==> config.mk <==
export PLATFORM = sky130hd
export DESIGN_NAME = hbdl_core
export DESIGN_NICKNAME = d
export VERILOG_FILES = /design/src/hdl/hbdl_pkg.sv /design/src/hdl/hbdl_core.sv
export SDC_FILE = /design/constraint.sdc
export NUM_CORES = 1
export LEC_CHECK = 0
export ABC_AREA = 1
export BUFFER_PORTS_ARGS = -buffer_cell sky130_fd_sc_hd__clkbuf_2
export CAP_MARGIN = 20
export CORE_MARGIN = 2
export CORE_UTILIZATION = 50
export CTS_CLUSTER_SIZE = 14
export DETAILED_ROUTE_END_ITERATION = 12
export PLACE_DENSITY = 0.74
export SLEW_MARGIN = 0
export SYNTH_ARGS = -nofsm -noshare
export SYNTH_HDL_FRONTEND = slang
export SYNTH_SLANG_ARGS = --single-unit
==> constraint.sdc <==
create_clock -name clock -period 3.7 [get_ports clock]
set_input_delay 0.74 -clock clock [delete_from_list [all_inputs] [get_ports clock]]
set_output_delay 0.74 -clock clock [all_outputs]
set_load 0.02 [all_outputs]
==> src/hdl/hbdl_pkg.sv <==
// shared constants and types for the half-bridge demag and current-limit block
package hbdl_pkg;

  // ==========================================================================
  // timing
  localparam int CLK_MHZ         = 50;
  localparam int CLK_HZ          = CLK_MHZ * 1_000_000;
  localparam int BLANK_NS        = 200;
  localparam int BLANK_CYC       = (BLANK_NS * CLK_MHZ + 999) / 1000;
  localparam int PWM100_SLOW_HZ  = 20_000;
  localparam int PWM100_FAST_HZ  = 40_000;
  localparam int PWM100_SLOW_CYC = CLK_HZ / PWM100_SLOW_HZ;
  localparam int PWM100_FAST_CYC = CLK_HZ / PWM100_FAST_HZ;
  localparam int TICK_W          = 12;
  localparam int BLANK_W         = 8;
  localparam int SETTLE_CYC      = 4;
  localparam int SETTLE_W        = 3;

  // ==========================================================================
  // register map
  localparam int ADDR_W = 4;
  localparam int DATA_W = 32;
  localparam logic [ADDR_W-1:0] OFF_CTRL   = 4'h0;
  localparam logic [ADDR_W-1:0] OFF_STATUS = 4'h4;
  localparam logic [ADDR_W-1:0] OFF_STRAP  = 4'h8;
  localparam int CTRL_W = 6;
  localparam logic [CTRL_W-1:0] CTRL_RESET = 6'h00;

  // four-level pin code: bit 1 selects rectify on, bit 0 the 24 A level
  localparam int LVL_RECT_BIT = 1;
  localparam int LVL_OCP_BIT  = 0;

  // ==========================================================================
  // types
  typedef struct packed {
    logic [1:0] sense_amp_gain;
    logic       pwm100_fast;
    logic       limit_recirculation_select;
    logic       async_rectify_enable;
    logic       sync_rectify_enable;
  } hbdl_ctrl_t;

  typedef struct packed {
    logic pwm_high;
    logic pwm_low;
    logic rev_high;
    logic rev_low;
  } hbdl_phase_in_t;

  typedef struct packed {
    logic [1:0] gain;
    logic [1:0] mode;
    logic [1:0] slew;
    logic [1:0] prot_rect;
    logic [1:0] buck;
  } hbdl_strap_t;

  typedef struct packed {
    logic high;
    logic low;
  } hbdl_gate_t;

  typedef enum logic {
    ST_SETTLE,
    ST_RUN
  } hbdl_state_t;

endpackage

==> src/hdl/hbdl_core.sv <==
// gate control with active demagnetization and cycle-by-cycle current limit
// Operation
// - turn FET on when its diode conducts
// - high and low reverse comparators per bridge
// - protect/rectify pin decodes four modes
// - commutation: FET on while diode conducts
// - PWM off-time: low FET on on diode
// - async mode: low FET off near zero
// - limit trips on low-side current over threshold
// - high FET held off until next cycle
// - recirculation bit picks brake or high-impedance
// - limit comparator blanked after PWM rises
// - threshold at half supply disables limiting
// - five configuration pins read as four-level
// - gain from pin or register field
// - internal 20/40 kHz clock re-enables high FET
//
// The register offsets and the strobed register port were left to the implementer.
module hbdl_core
  import hbdl_pkg::*;
#(
  parameter int NPH         = 3,
  parameter int BLANK_CYC_P = BLANK_CYC
) (
  input  wire logic                       clock,
  input  wire logic                       reset,
  input  wire hbdl_phase_in_t [NPH-1:0]   phase_in,
  input  wire logic                       limit_comparator,
  input  wire logic                       limit_threshold_at_half,
  input  wire hbdl_strap_t                strap_in,
  input  wire logic                       pin_configured,
  input  wire logic [ADDR_W-1:0]          addr,
  input  wire logic [DATA_W-1:0]          wdata,
  input  wire logic                       wr,
  input  wire logic                       rd,
  output logic      [DATA_W-1:0]          rdata,
  output wire hbdl_gate_t [NPH-1:0]       gate_out,
  output logic      [1:0]                 sense_amp_gain,
  output logic                            ocp_level_24a,
  output logic      [1:0]                 slew_sel,
  output logic      [1:0]                 mode_sel,
  output logic      [1:0]                 buck_sel
);

  localparam int PH_W    = $bits(hbdl_phase_in_t) * NPH;
  localparam int ST_W    = $bits(hbdl_strap_t);
  localparam int ASYNC_W = PH_W + ST_W + 3;

  function automatic logic hit(input logic [ADDR_W-1:0] a, input logic [ADDR_W-1:0] off);
    hit = (a == off);
  endfunction

  // ==========================================================================
  // input synchroniser: a bit moves once stages two and three agree
  logic [ASYNC_W-1:0] raw;
  logic [ASYNC_W-1:0] s1_r, s2_r, s3_r, filt_r;
  logic [ASYNC_W-1:0] s1_nxt, s2_nxt, s3_nxt, filt_nxt;

  assign raw = {limit_comparator, limit_threshold_at_half, pin_configured, strap_in, phase_in};

  always_comb begin
    s1_nxt = raw;
    s2_nxt = s1_r;
    s3_nxt = s2_r;
    for (int i = 0; i < ASYNC_W; i++) begin
      filt_nxt[i] = (s2_r[i] == s3_r[i]) ? s3_r[i] : filt_r[i];
    end
  end

  always_ff @(posedge clock) begin
    if (reset) begin
      s1_r   <= '0;
      s2_r   <= '0;
      s3_r   <= '0;
      filt_r <= '0;
    end else begin
      s1_r   <= s1_nxt;
      s2_r   <= s2_nxt;
      s3_r   <= s3_nxt;
      filt_r <= filt_nxt;
    end
  end

  hbdl_phase_in_t [NPH-1:0] ph_s;
  hbdl_strap_t              strap_s;
  logic                     pincfg_s;
  logic                     lim_half_s;
  logic                     lim_cmp_s;

  assign ph_s       = filt_r[PH_W-1:0];
  assign strap_s    = filt_r[PH_W +: ST_W];
  assign pincfg_s   = filt_r[PH_W + ST_W];
  assign lim_half_s = filt_r[PH_W + ST_W + 1];
  assign lim_cmp_s  = filt_r[PH_W + ST_W + 2];

  // ==========================================================================
  // strap capture: pins are read once, after the synchroniser has filled
  hbdl_state_t         st_r, st_nxt;
  logic [SETTLE_W-1:0] settle_r, settle_nxt;
  hbdl_strap_t         strap_r, strap_nxt;
  logic                pincfg_r, pincfg_nxt;

  always_comb begin
    st_nxt     = st_r;
    settle_nxt = settle_r;
    strap_nxt  = strap_r;
    pincfg_nxt = pincfg_r;
    unique case (st_r)
      ST_SETTLE: begin
        settle_nxt = settle_r + SETTLE_W'(1);
        if (settle_r == SETTLE_W'(SETTLE_CYC)) begin
          st_nxt     = ST_RUN;
          strap_nxt  = strap_s;
          pincfg_nxt = pincfg_s;
        end
      end
      ST_RUN: begin
        st_nxt = ST_RUN;
      end
    endcase
  end

  always_ff @(posedge clock) begin
    if (reset) begin
      st_r     <= ST_SETTLE;
      settle_r <= '0;
      strap_r  <= '0;
      pincfg_r <= 1'b0;
    end else begin
      st_r     <= st_nxt;
      settle_r <= settle_nxt;
      strap_r  <= strap_nxt;
      pincfg_r <= pincfg_nxt;
    end
  end

  // ==========================================================================
  // register port and effective configuration
  hbdl_ctrl_t         ctrl_r, ctrl_nxt;
  logic [DATA_W-1:0]  rdata_nxt;
  logic [1:0]         gain_nxt, slew_nxt, mode_nxt, buck_nxt;
  logic               ocp_nxt;
  logic               running;
  logic               demag_en;
  logic               recirc_brake;
  logic [NPH-1:0]     hold_v;
  logic [NPH-1:0]     high_v;
  logic [NPH-1:0]     low_v;

  assign running      = (st_r == ST_RUN);
  // the serial variant only rectifies with both enable bits set
  assign demag_en     = pincfg_r ? strap_r.prot_rect[LVL_RECT_BIT]
                                 : (ctrl_r.sync_rectify_enable
                                    & ctrl_r.async_rectify_enable);
  assign recirc_brake = ctrl_r.limit_recirculation_select;

  always_comb begin
    ctrl_nxt = ctrl_r;
    if (wr && hit(addr, OFF_CTRL)) begin
      ctrl_nxt = wdata[CTRL_W-1:0];
    end
    rdata_nxt = '0;
    if (rd && hit(addr, OFF_CTRL)) begin
      rdata_nxt[CTRL_W-1:0] = ctrl_r;
    end else if (rd && hit(addr, OFF_STATUS)) begin
      rdata_nxt[3*NPH+3:0] = {sense_amp_gain, demag_en, running, hold_v, low_v, high_v};
    end else if (rd && hit(addr, OFF_STRAP)) begin
      rdata_nxt[ST_W:0] = {pincfg_r, strap_r};
    end
    gain_nxt = pincfg_r ? strap_r.gain : ctrl_r.sense_amp_gain;
    ocp_nxt  = strap_r.prot_rect[LVL_OCP_BIT];
    slew_nxt = strap_r.slew;
    mode_nxt = strap_r.mode;
    buck_nxt = strap_r.buck;
  end

  always_ff @(posedge clock) begin
    if (reset) begin
      ctrl_r         <= CTRL_RESET;
      rdata          <= '0;
      sense_amp_gain <= '0;
      ocp_level_24a  <= 1'b0;
      slew_sel       <= '0;
      mode_sel       <= '0;
      buck_sel       <= '0;
    end else begin
      ctrl_r         <= ctrl_nxt;
      rdata          <= rdata_nxt;
      sense_amp_gain <= gain_nxt;
      ocp_level_24a  <= ocp_nxt;
      slew_sel       <= slew_nxt;
      mode_sel       <= mode_nxt;
      buck_sel       <= buck_nxt;
    end
  end

  // ==========================================================================
  // internal periodic clock for full-duty inputs (hardware variant fixed slow)
  logic [TICK_W-1:0] tick_r, tick_nxt;
  logic              tick;
  logic [TICK_W-1:0] period_m1;

  assign period_m1 = (ctrl_r.pwm100_fast && !pincfg_r) ? TICK_W'(PWM100_FAST_CYC - 1)
                                                       : TICK_W'(PWM100_SLOW_CYC - 1);
  assign tick      = (tick_r >= period_m1);

  always_comb begin
    tick_nxt = tick ? '0 : tick_r + TICK_W'(1);
  end

  always_ff @(posedge clock) begin
    if (reset) begin
      tick_r <= '0;
    end else begin
      tick_r <= tick_nxt;
    end
  end

  // ==========================================================================
  // per-phase gate logic
  for (genvar p = 0; p < NPH; p++) begin : g_ph
    hbdl_phase_in_t     ph;
    logic               hi_d_r, hi_d_nxt;
    logic               rl_d_r, rl_d_nxt;
    logic [BLANK_W-1:0] blank_r, blank_nxt;
    logic               hold_r, hold_nxt;
    logic               aar_r, aar_nxt;
    hbdl_gate_t         gate_r, gate_nxt;
    logic               hs_rise, trip, asr_ls, asr_hs;

    assign ph      = ph_s[p];
    assign hs_rise = ph.pwm_high && !hi_d_r;
    // a tripped limit is ignored until the blanking count runs out
    assign trip    = running && !lim_half_s && lim_cmp_s && ph.pwm_high
                     && blank_r == '0 && !hs_rise;
    // both FETs commanded off and a reverse comparator trips: diode conducts
    assign asr_ls  = demag_en && !ph.pwm_high && !ph.pwm_low && ph.rev_low;
    assign asr_hs  = demag_en && !ph.pwm_high && !ph.pwm_low && ph.rev_high;

    always_comb begin
      hi_d_nxt  = ph.pwm_high;
      rl_d_nxt  = ph.rev_low;
      blank_nxt = hs_rise ? BLANK_W'(BLANK_CYC_P)
                          : (blank_r != '0 ? blank_r - BLANK_W'(1) : blank_r);
      // trip wins over a same-cycle release
      hold_nxt  = trip ? 1'b1 : ((hs_rise || tick) ? 1'b0 : hold_r);
      // falling low comparator while low FET on means current near zero
      aar_nxt   = ph.pwm_low && ((demag_en && rl_d_r && !ph.rev_low) || aar_r);
      gate_nxt.high = running && !hold_nxt && (ph.pwm_high || asr_hs);
      gate_nxt.low  = running && !gate_nxt.high
                      && (hold_nxt ? recirc_brake
                                   : ((ph.pwm_low && !aar_nxt) || asr_ls));
    end

    always_ff @(posedge clock) begin
      if (reset) begin
        hi_d_r  <= 1'b0;
        rl_d_r  <= 1'b0;
        blank_r <= '0;
        hold_r  <= 1'b0;
        aar_r   <= 1'b0;
        gate_r  <= '0;
      end else begin
        hi_d_r  <= hi_d_nxt;
        rl_d_r  <= rl_d_nxt;
        blank_r <= blank_nxt;
        hold_r  <= hold_nxt;
        aar_r   <= aar_nxt;
        gate_r  <= gate_nxt;
      end
    end

    assign gate_out[p] = gate_r;
    assign hold_v[p]   = hold_r;
    assign high_v[p]   = gate_r.high;
    assign low_v[p]    = gate_r.low;

  end
endmodule

Yosys cells after proc, flatten, opt, wreduce, memory -nomap -nowiden --
Index checks and enable logic that the tools add are counted. W data, S select, Z words.
Cells by class: $add $sub $neg 5, order comparisons 1, equality and inequality tests 28, muxes and demuxes 23, bitwise gates (word level) 3, reductions and logical operators 110
Operators by type and width (number):
- $logic_and A1 B1 Y1 | 55
- $logic_not A1 Y1 | 26
- $eq A1 B1 Y1 | 25
- $logic_not A8 Y1 | 3
- $mux W4 | 6
- $reduce_bool A8 Y1 | 3
- $sub A8 B1 Y8 const B | 3
- $mux W11 | 2
- $add A12 B1 Y12 const B | 1
- $ge A12 B12 Y1 | 1
- $logic_or A1 B1 Y1 | 12
- $mux W12 | 1
- $mux W1 | 11
- $reduce_or A2 Y1 | 5
- $mux W6 | 1
- $reduce_bool A2 Y1 | 3
- $eq A4 B3 Y1 const B | 1
- $eq A4 B4 Y1 const B | 1
- $logic_not A4 Y1 | 1
- $add A3 B1 Y3 const B | 1
- $eq A3 B3 Y1 const B | 1
- $reduce_or A3 Y1 | 1
- $mux W2 | 1
- $not A1 Y1 | 2
- 3 further kinds | 3
Storage, ports and cells: flip-flop bits (word level) 216, output and inout port bits 47, word-level logic and storage cells 245

Depth between registers and ports, before layout --
Gate-level depths: netlist of run 1.
depth after elaboration 13, depth in mapped cells 14, gate-level depth less buffers 14

Least setup slack after synthesis of run 1 --
Ideal clock, no wire load.
kind input to register, start point input port reset, end point register rdata[0], library setup time 0.123 ns, arrival 1.495 ns, required time 3.577 ns, setup slack 2.082 ns, cell stages on the path 7, cell sequence buf_2 > inv_1 > buf_2 > nand2_1 > inv_1 > o21ai_0 > o22ai_1
RTL lines:
- from (decl) | RTL line hbdl_core.sv:26 | input wire logic reset,
- to (signal assigned) | RTL line hbdl_core.sv:188 | rdata <= rdata_nxt;
- to (decl) | RTL line hbdl_core.sv:36 | output logic [DATA_W-1:0] rdata,

Worst setup path after layout of run 1 --
start point register settle_r[0], end point register pincfg_r
Between the ends: cells in the longest elaborated chain, start to end 2
Ends and longest elaborated chain:
- from (decl) | RTL line hbdl_core.sv:99 | logic [SETTLE_W-1:0] settle_r, settle_nxt;
- from (signal assigned) | RTL line hbdl_core.sv:131 | settle_r <= settle_nxt;
- $eq A3 B3 Y1 | RTL line hbdl_core.sv:111 | if (settle_r == SETTLE_W'(SETTLE_CYC)) begin
- $reduce_and A2 Y1 (no source line)
- to (signal assigned) | RTL line hbdl_core.sv:133 | pincfg_r <= pincfg_nxt;
- to (decl) | RTL line hbdl_core.sv:101 | logic pincfg_r, pincfg_nxt;
Every way passes these cells. A chain may end at the register's enable or synchronous reset.

==> results of run 1 <==
[report_power, final]
part | internal [mW] | switching [mW]
Sequential | 2.28 | 0.100
Clock | 0.949 | 0.820
Combinational | 0.298 | 0.470
[final cells by class]
type	count	area, sq um	share of cell area (%)
well taps	180	225	2.75
repair buffers	69	355	4.35
clock inverters	13	139	1.70
flip-flops and latches	197	3940	48.2
inverters	172	646	7.90
clock buffers	18	429	5.25
multi-input cells	509	2440	29.8
[worst register-to-register path, cell delays in order (launching register included)]
cell and delay (ps):
dfxtp_1 320, inv_1 90, ha_1 140, nand2_1 60, nor2_1 570, clkinv_1 440, o21ai_0 280, a21oi_1 60
[metal layers]
layer / up-vias / global-route usage [%] / share of wire (%)
met2: 102 / 26.9 / 46
met4: 0 / 6.53 / 1.4
met1: 2352 / 23.2 / 49
li1: 2878 / - / -
met5: - / 0 / 0
met3: 12 / 4.62 / 4.2
[per-stage QoR]
step                power (mW)  cells
finish                    4.92   1158
global route              5.18   1158
global placement          3.17   1127
detailed placement        3.20   1127
CTS                       4.95   1158
floorplan                 3.06    919
[state kept, by name, indices dropped and copies added (netlist names), 5 cells and up]
register      flops
tick_r           12
gate_out          6
s2_r             25
g_ph.blank_r     24
s3_r             25
filt_r           25
rdata            13
ctrl_r            5
s1_r             25
[cells by family (layout without fill, tap and decap cells)]
group           count (synthesis)  after routing
buf+inv                       213            272
flops                         197            197
compound gates                139            139
simple gates                  329            329
fa+ha+maj                       7              7
xor+xnor                       15             15
other cells                     1             19
[synth_stat cells, drive strengths merged (2+ instances only)]
cell	count	area, sq um
a211oi	12	90.1
a21oi	76	380
and3	4	26.3
buf	35	233
clkbuf	6	22.5
clkinv	2	7.51
dfxtp	197	3940
ha	7	87.6
inv	170	638
nand2	83	319
nand3	37	205
nand4	11	68.8
nor2	185	709
nor3	4	36.3
nor3b	3	27.5
o21ai	43	215
o22ai	4	25.0
xnor2	4	35.0
xor2	11	96.3
[path summary, 6_finish.rpt]
| path | depth (start not counted) | end | startpoint |
|---|---|---|---|
| setup reg to reg | 7 | pincfg_r$_SDFFE_PP0P_ | settle_r[0]$_SDFFE_PP0N_ |
| hold reg to reg | 2 | s2_r[8]$_SDFF_PP0_ | s1_r[8]$_SDFF_PP0_ |
| hold / removal | 2 | s2_r[8]$_SDFF_PP0_ | s1_r[8]$_SDFF_PP0_ |
| setup / recovery | 7 | pincfg_r$_SDFFE_PP0P_ | settle_r[0]$_SDFFE_PP0N_ |
==> summary.md, run 1 <==
| Metric | Value |
|---|---|
| Pins Over Slew Limit | 0 |
| Avg Synthesized Cell Area | 8.01 sq um |
| Yosys cell types | 37 |
| Num ports | 112 |
| Slowest CP cell | nor2_1 |
| Worst setup path category | reg -> reg |
| Worst VDD drop | 0.000437 V |
| Predominant post-synthesis flop cell | dfxtp_1 |
| Critical-path cell list | inv_1 -> ha_1 -> nand2_1 -> nor2_1 -> clkinv_1 -> o21ai_0 -> a21oi_1 |
| DR vias/cell | 4.61 |
| Worst Setup Start Kind | register |
| YS warnings | 0 |
| Row Count | 43 |
| Drc violations | 0 |
| First-pass GRT wire length | 21000 um |
| Drt pass-1 iters | 4 |
| Final Core Density | 58.5% |
| Post-CTS Repair Setup Buffers | 0 |
| Gr usage total | 17.4% |
| TritonCTS buffer count | 17 |
| CP max stage delay | 570 ps |
| Multiplexer share of the synthesized area | 0% |
| Pwr dens | 601 mW/mm^2 |
| Unrepaired setup endpoints after global routing | no |
| Post-Place Worst Slack | 1660 ps |
| Crit path buffers/inverters | 2 |
| Area fraction in compound gates after synthesis | 10.3% |
| Post-DRT Antenna Nets | 0 |
| WP data required | 4010 ps |
| Syn-to-layout area delta | 13.3% |
| Total number of vias | 5344 |
| Final nets | 1038 |
| Setup tns final | 0 ps |
| Max frequency | 481 MHz |
| Crit-path leading delay family | simple AND/OR/NAND/NOR gates |
| Vias in the first global route | 4747 |
| Tmin final | 2080 ps |
| Die Ht | 124 um |
| Hold Fails Final Rpt | 0 |
| Leakage power | 3.58 nW |
| CTS Root Buffer Type | clkbuf_16 |
| Share of cells above drive strength 1 | 12.2% |
| Clock tree sinks | 197 |
| Largest family of logic cells by synthesized area | simple AND/OR/NAND/NOR gates |
| CORE AREA | 0.0140 sq mm |
| HPWL after detailed placement | 8940 um |
| Sequential-to-total area share from yosys stat | 54.7% |
| Port-buffer cells | 66 |
| MaxCap Viol Count | 0 |
| # diodes | 0 |
| Post_cts resized | 0 |
| WL final | 12700 um |
| Reg clk slew, reported paths | 80 ps |
| Arrival time at the worst endpoint | 2390 ps |
| Synth Register Bits | 197 |
| Hold Buf Count CTS | 0 |
| WHS | 391 ps |
| Post-placement cell area | 0.00761 sq mm |
| Finished Cell Area | 0.00818 sq mm |
| Post-synth EDFFs | 0 |
| Final-report setup violation count | 0 |
| Setup Skew | 12.1 ps |
| Flop2flop setup slack | 1620 ps |
| Hold Path Class | reg -> reg |
| Synthesized area | 0.00722 sq mm |
| FFs w/ async S/R, synth | 0% |
| Period utilisation layout | 56.2% |
| Simple-gate portion of the synthesized area | 19.5% |
| Synth Instances | 901 |
| Initial drt markers | 339 |
| Skew-Pair Late Insertion Delay | 430 ps |
| CTS tree | built |
| Status | finished, final reports clean |
| Post-synthesis xor/xnor area fraction | 1.82% |
| Maximum root-to-sink buffer count | 2 |
| Die area | 0.0154 sq mm |
| Setup ws final | 1620 ps |
| Pin count of the biggest net entering global routing | 61 |
| Commonest non-fill, non-tap cells in the layout | dfxtp_1 (197), nor2_1 (179), inv_1 (167) |
| Initial Utilization | 51.6% |
| Adder-cell share of the synthesized area | 1.21% |
| CP max FO | 13 |
| CP endpoint kind | register |
| GRT Residual Overflow | 0 |
| Pin slew with the least headroom to its limit | 736 ps |
| GPL Wtd Cong | 0.842 |
| Chip width | 124 um |
| H-tree Lvls | 4 |
| Commonest non-fill, non-tap cell in the layout | dfxtp_1 |
| Slew margin rel. | 50.7% |
| Initial antenna violation count | 0 |
| Routed WL per cell | 11.0 um |
| # fillers | 1286 |
(Power assumes the default switching activity.)
==> inputs of run 2 (changes only) <==
PLACE_DENSITY = 0.76   (was 0.74)
clock period = 1.65 ns   (was 3.7 ns; I/O delays follow)
==> run 2 against run 1 <==
Against the previous run:
- final area increased by 3.8%
- via count rose by 3.7%
- combinational power increased by 140%
- power increased by 130%
- clock skew shrank 5.5 ps
- register-to-register slack worse by 1600 ps
- utilization rose by 2.2 points
- worst setup slack got worse by 1600 ps
- final cell count up 1.6%
- hold slack got worse by 320 ps
- first-iteration DRC count rose by 20%
- largest cell class unchanged
- largest power group unchanged
==> summary.md, run 2 (synthesis gave the netlist of run 1 again) <==
| Metric | Value |
|---|---|
| Status | finished, final reports clean |
| Clock share of power | 37.3% |
| Share of cells above drive strength 1 | 15.5% |
| Sw frac | 28.6% |
| PnR Total Power | 11.5 mW |
| Tmin final | 1620 ps |
| Worst reg2reg path startpoint | ctrl_r[3]$_SDFFE_PP0P_ |
| Pins Over Slew Limit | 0 |
| Final-report setup violation count | 0 |
| CP endpoint kind | register |
| Reg clk slew, reported paths | 70 ps |
| Internal power | 8.20 mW |
| Routed WL per cell | 11.4 um |
| Unrepaired setup endpoints after global routing | yes |
| Worst setup startpoint | ctrl_r[3]$_SDFFE_PP0P_ |
| Skew-Pair Late Insertion Delay | 430 ps |
| Reg-to-reg critical path endpoint | gate_out[4]$_SDFF_PP0_ |
| Worst VDD drop | 0.000804 V |
| Final nets | 1055 |
| Register-to-Register Path Depth | 13 |
| Drt pass-1 iters | 5 |
| Hold Fails Final Rpt | 0 |
| Slew margin rel. | 64.0% |
| Flop pwr share | 46.5% |
| H-tree Lvls | 4 |
| Initial Utilization | 51.6% |
| Chip width | 124 um |
| WP data required | 1980 ps |
| Hold Path Class | in -> reg |
| Gr usage total | 18.3% |
| CTS tree | built |
| MaxCap Viol Count | 0 |
| DR vias/cell | 4.71 |
| Initial antenna violation count | 0 |
| Pin slew with the least headroom to its limit | 534 ps |
| Die area | 0.0154 sq mm |
| Arrival time at the worst endpoint | 1950 ps |
| Final Core Density | 60.7% |
| Maximum root-to-sink buffer count | 2 |
| Die Ht | 124 um |
| Vias in the first global route | 5044 |
| First-pass GRT wire length | 22000 um |
| CTS Root Buffer Type | clkbuf_16 |
| # diodes | 0 |
| Syn-to-layout area delta | 17.6% |
| Hold Buf Count CTS | 0 |
| Worst setup path category | reg -> reg |
| Post-Place Worst Slack | -99.0 ps |
| Port-buffer cells | 66 |
| Post-DRT Antenna Nets | 0 |
| Critical Path Sink | gate_out[4]$_SDFF_PP0_ |
| HPWL after detailed placement | 9350 um |
| Clock tree sinks | 197 |
| Part of the power in combinational logic | 16.2% |
| Setup ws final | 31.5 ps |
| Num ports | 112 |
| Period utilisation layout | 98.1% |
| Pwr dens | 1350 mW/mm^2 |
| GPL Wtd Cong | 0.902 |
| Initial drt markers | 407 |
| Total number of vias | 5541 |
| WHS | 75.3 ps |
| Commonest non-fill, non-tap cell in the layout | dfxtp_1 |
| Drc violations | 0 |
| WL final | 13400 um |
| GRT Residual Overflow | 0 |
| Pin count of the biggest net entering global routing | 53 |
| Row Count | 43 |
| CORE AREA | 0.0140 sq mm |
| Flop2flop setup slack | 30 ps |
| Worst Setup Start Kind | register |
| Max frequency | 618 MHz |
| Setup Skew | 6.60 ps |
| TritonCTS buffer count | 17 |
| Leakage power | 3.73 nW |
| Commonest non-fill, non-tap cells in the layout | dfxtp_1 (196), nor2_1 (176), inv_1 (167) |
| P_sw | 3.29 mW |
| CP max FO | 5 |
run 2: changes by cell type in the layout (fill, tap and decap cells not counted), moves of 3 or more:
cell / delta
nand2_1: -5
nand2_2: +3
nor2_1: -3
nand3_1: -4
buf_4: +15
nand3_4: +3
run 2: per-layer routing:
metal | track usage, % | routed length, um | vias to the layer above
met3 | 5.27 | 708 | 19
met2 | 29.2 | 6120 | 141
met5 | 0 | 0 | -
met1 | 23.4 | 6320 | 2457
met4 | 7.23 | 256 | 0
li1 | - | - | 2924
run 2: through the flow:
stage,std cells,setup TNS [ps],area (sq um)
floorplan,919,0,7280
global placement,1141,0,7730
detailed placement,1141,-160,7730
CTS,1173,-60.9,8370
global route,1176,-353,8490
finish,1176,0,8490
run 2: final cells by class:
type / count / area, sq um
Multi-Input combinational cell: 510 / 2550
Sequential cell: 197 / 3950
Clock buffer: 17 / 425
Clock inverter: 15 / 205
Inverter: 172 / 648
Fill cell: 1245 / 5500
Tap cell: 180 / 225
Timing Repair Buffer: 85 / 488
run 2: repair_timing:
item / in CTS / in global routing
gates resized for setup: 2 / 21
buffers inserted: 0 / 2
gates cloned: 0 / 1
setup endpoints to repair: 7 / 22
pin swaps: 0 / 5
hold endpoints to repair: 0 / 0
run 2: worst min-delay path by stage:
stage                             start                   to  cells past startpoint
finish                      strap_in[7]  s1_r[19]$_SDFF_PP0_                      3
CTS                         strap_in[7]  s1_r[19]$_SDFF_PP0_                      3
floorplan            s1_r[0]$_SDFF_PP0_   s2_r[0]$_SDFF_PP0_                      2
global route                strap_in[1]  s1_r[13]$_SDFF_PP0_                      3
global placement    s1_r[14]$_SDFF_PP0_  s2_r[14]$_SDFF_PP0_                      2
detailed placement   s1_r[1]$_SDFF_PP0_   s2_r[1]$_SDFF_PP0_                      2
run 2: power by group through the flow:
stage | Clock (mW) | Combinational [mW] | Sequential [mW]
after floorplan | 0 | 1.47 | 5.40
after global placement | 0 | 1.76 | 5.43
after detailed placement | 0 | 1.83 | 5.44
after CTS | 4.37 | 1.85 | 5.33
after global routing | 4.57 | 2.17 | 5.38
final | 4.29 | 1.87 | 5.34
run 2: critical path, stage by stage, from the launching register on:
cell and delay [ps]:
dfxtp_1 380, nand2_4 80, inv_4 60, ha_4 190
nand2_2 70, nand3_2 80, nand2_2 90, nand2_2 70
nand2_4 150, nand3_2 120, nand2_1 90, nand2_1 50
nand2_1 60, nor2_1 30
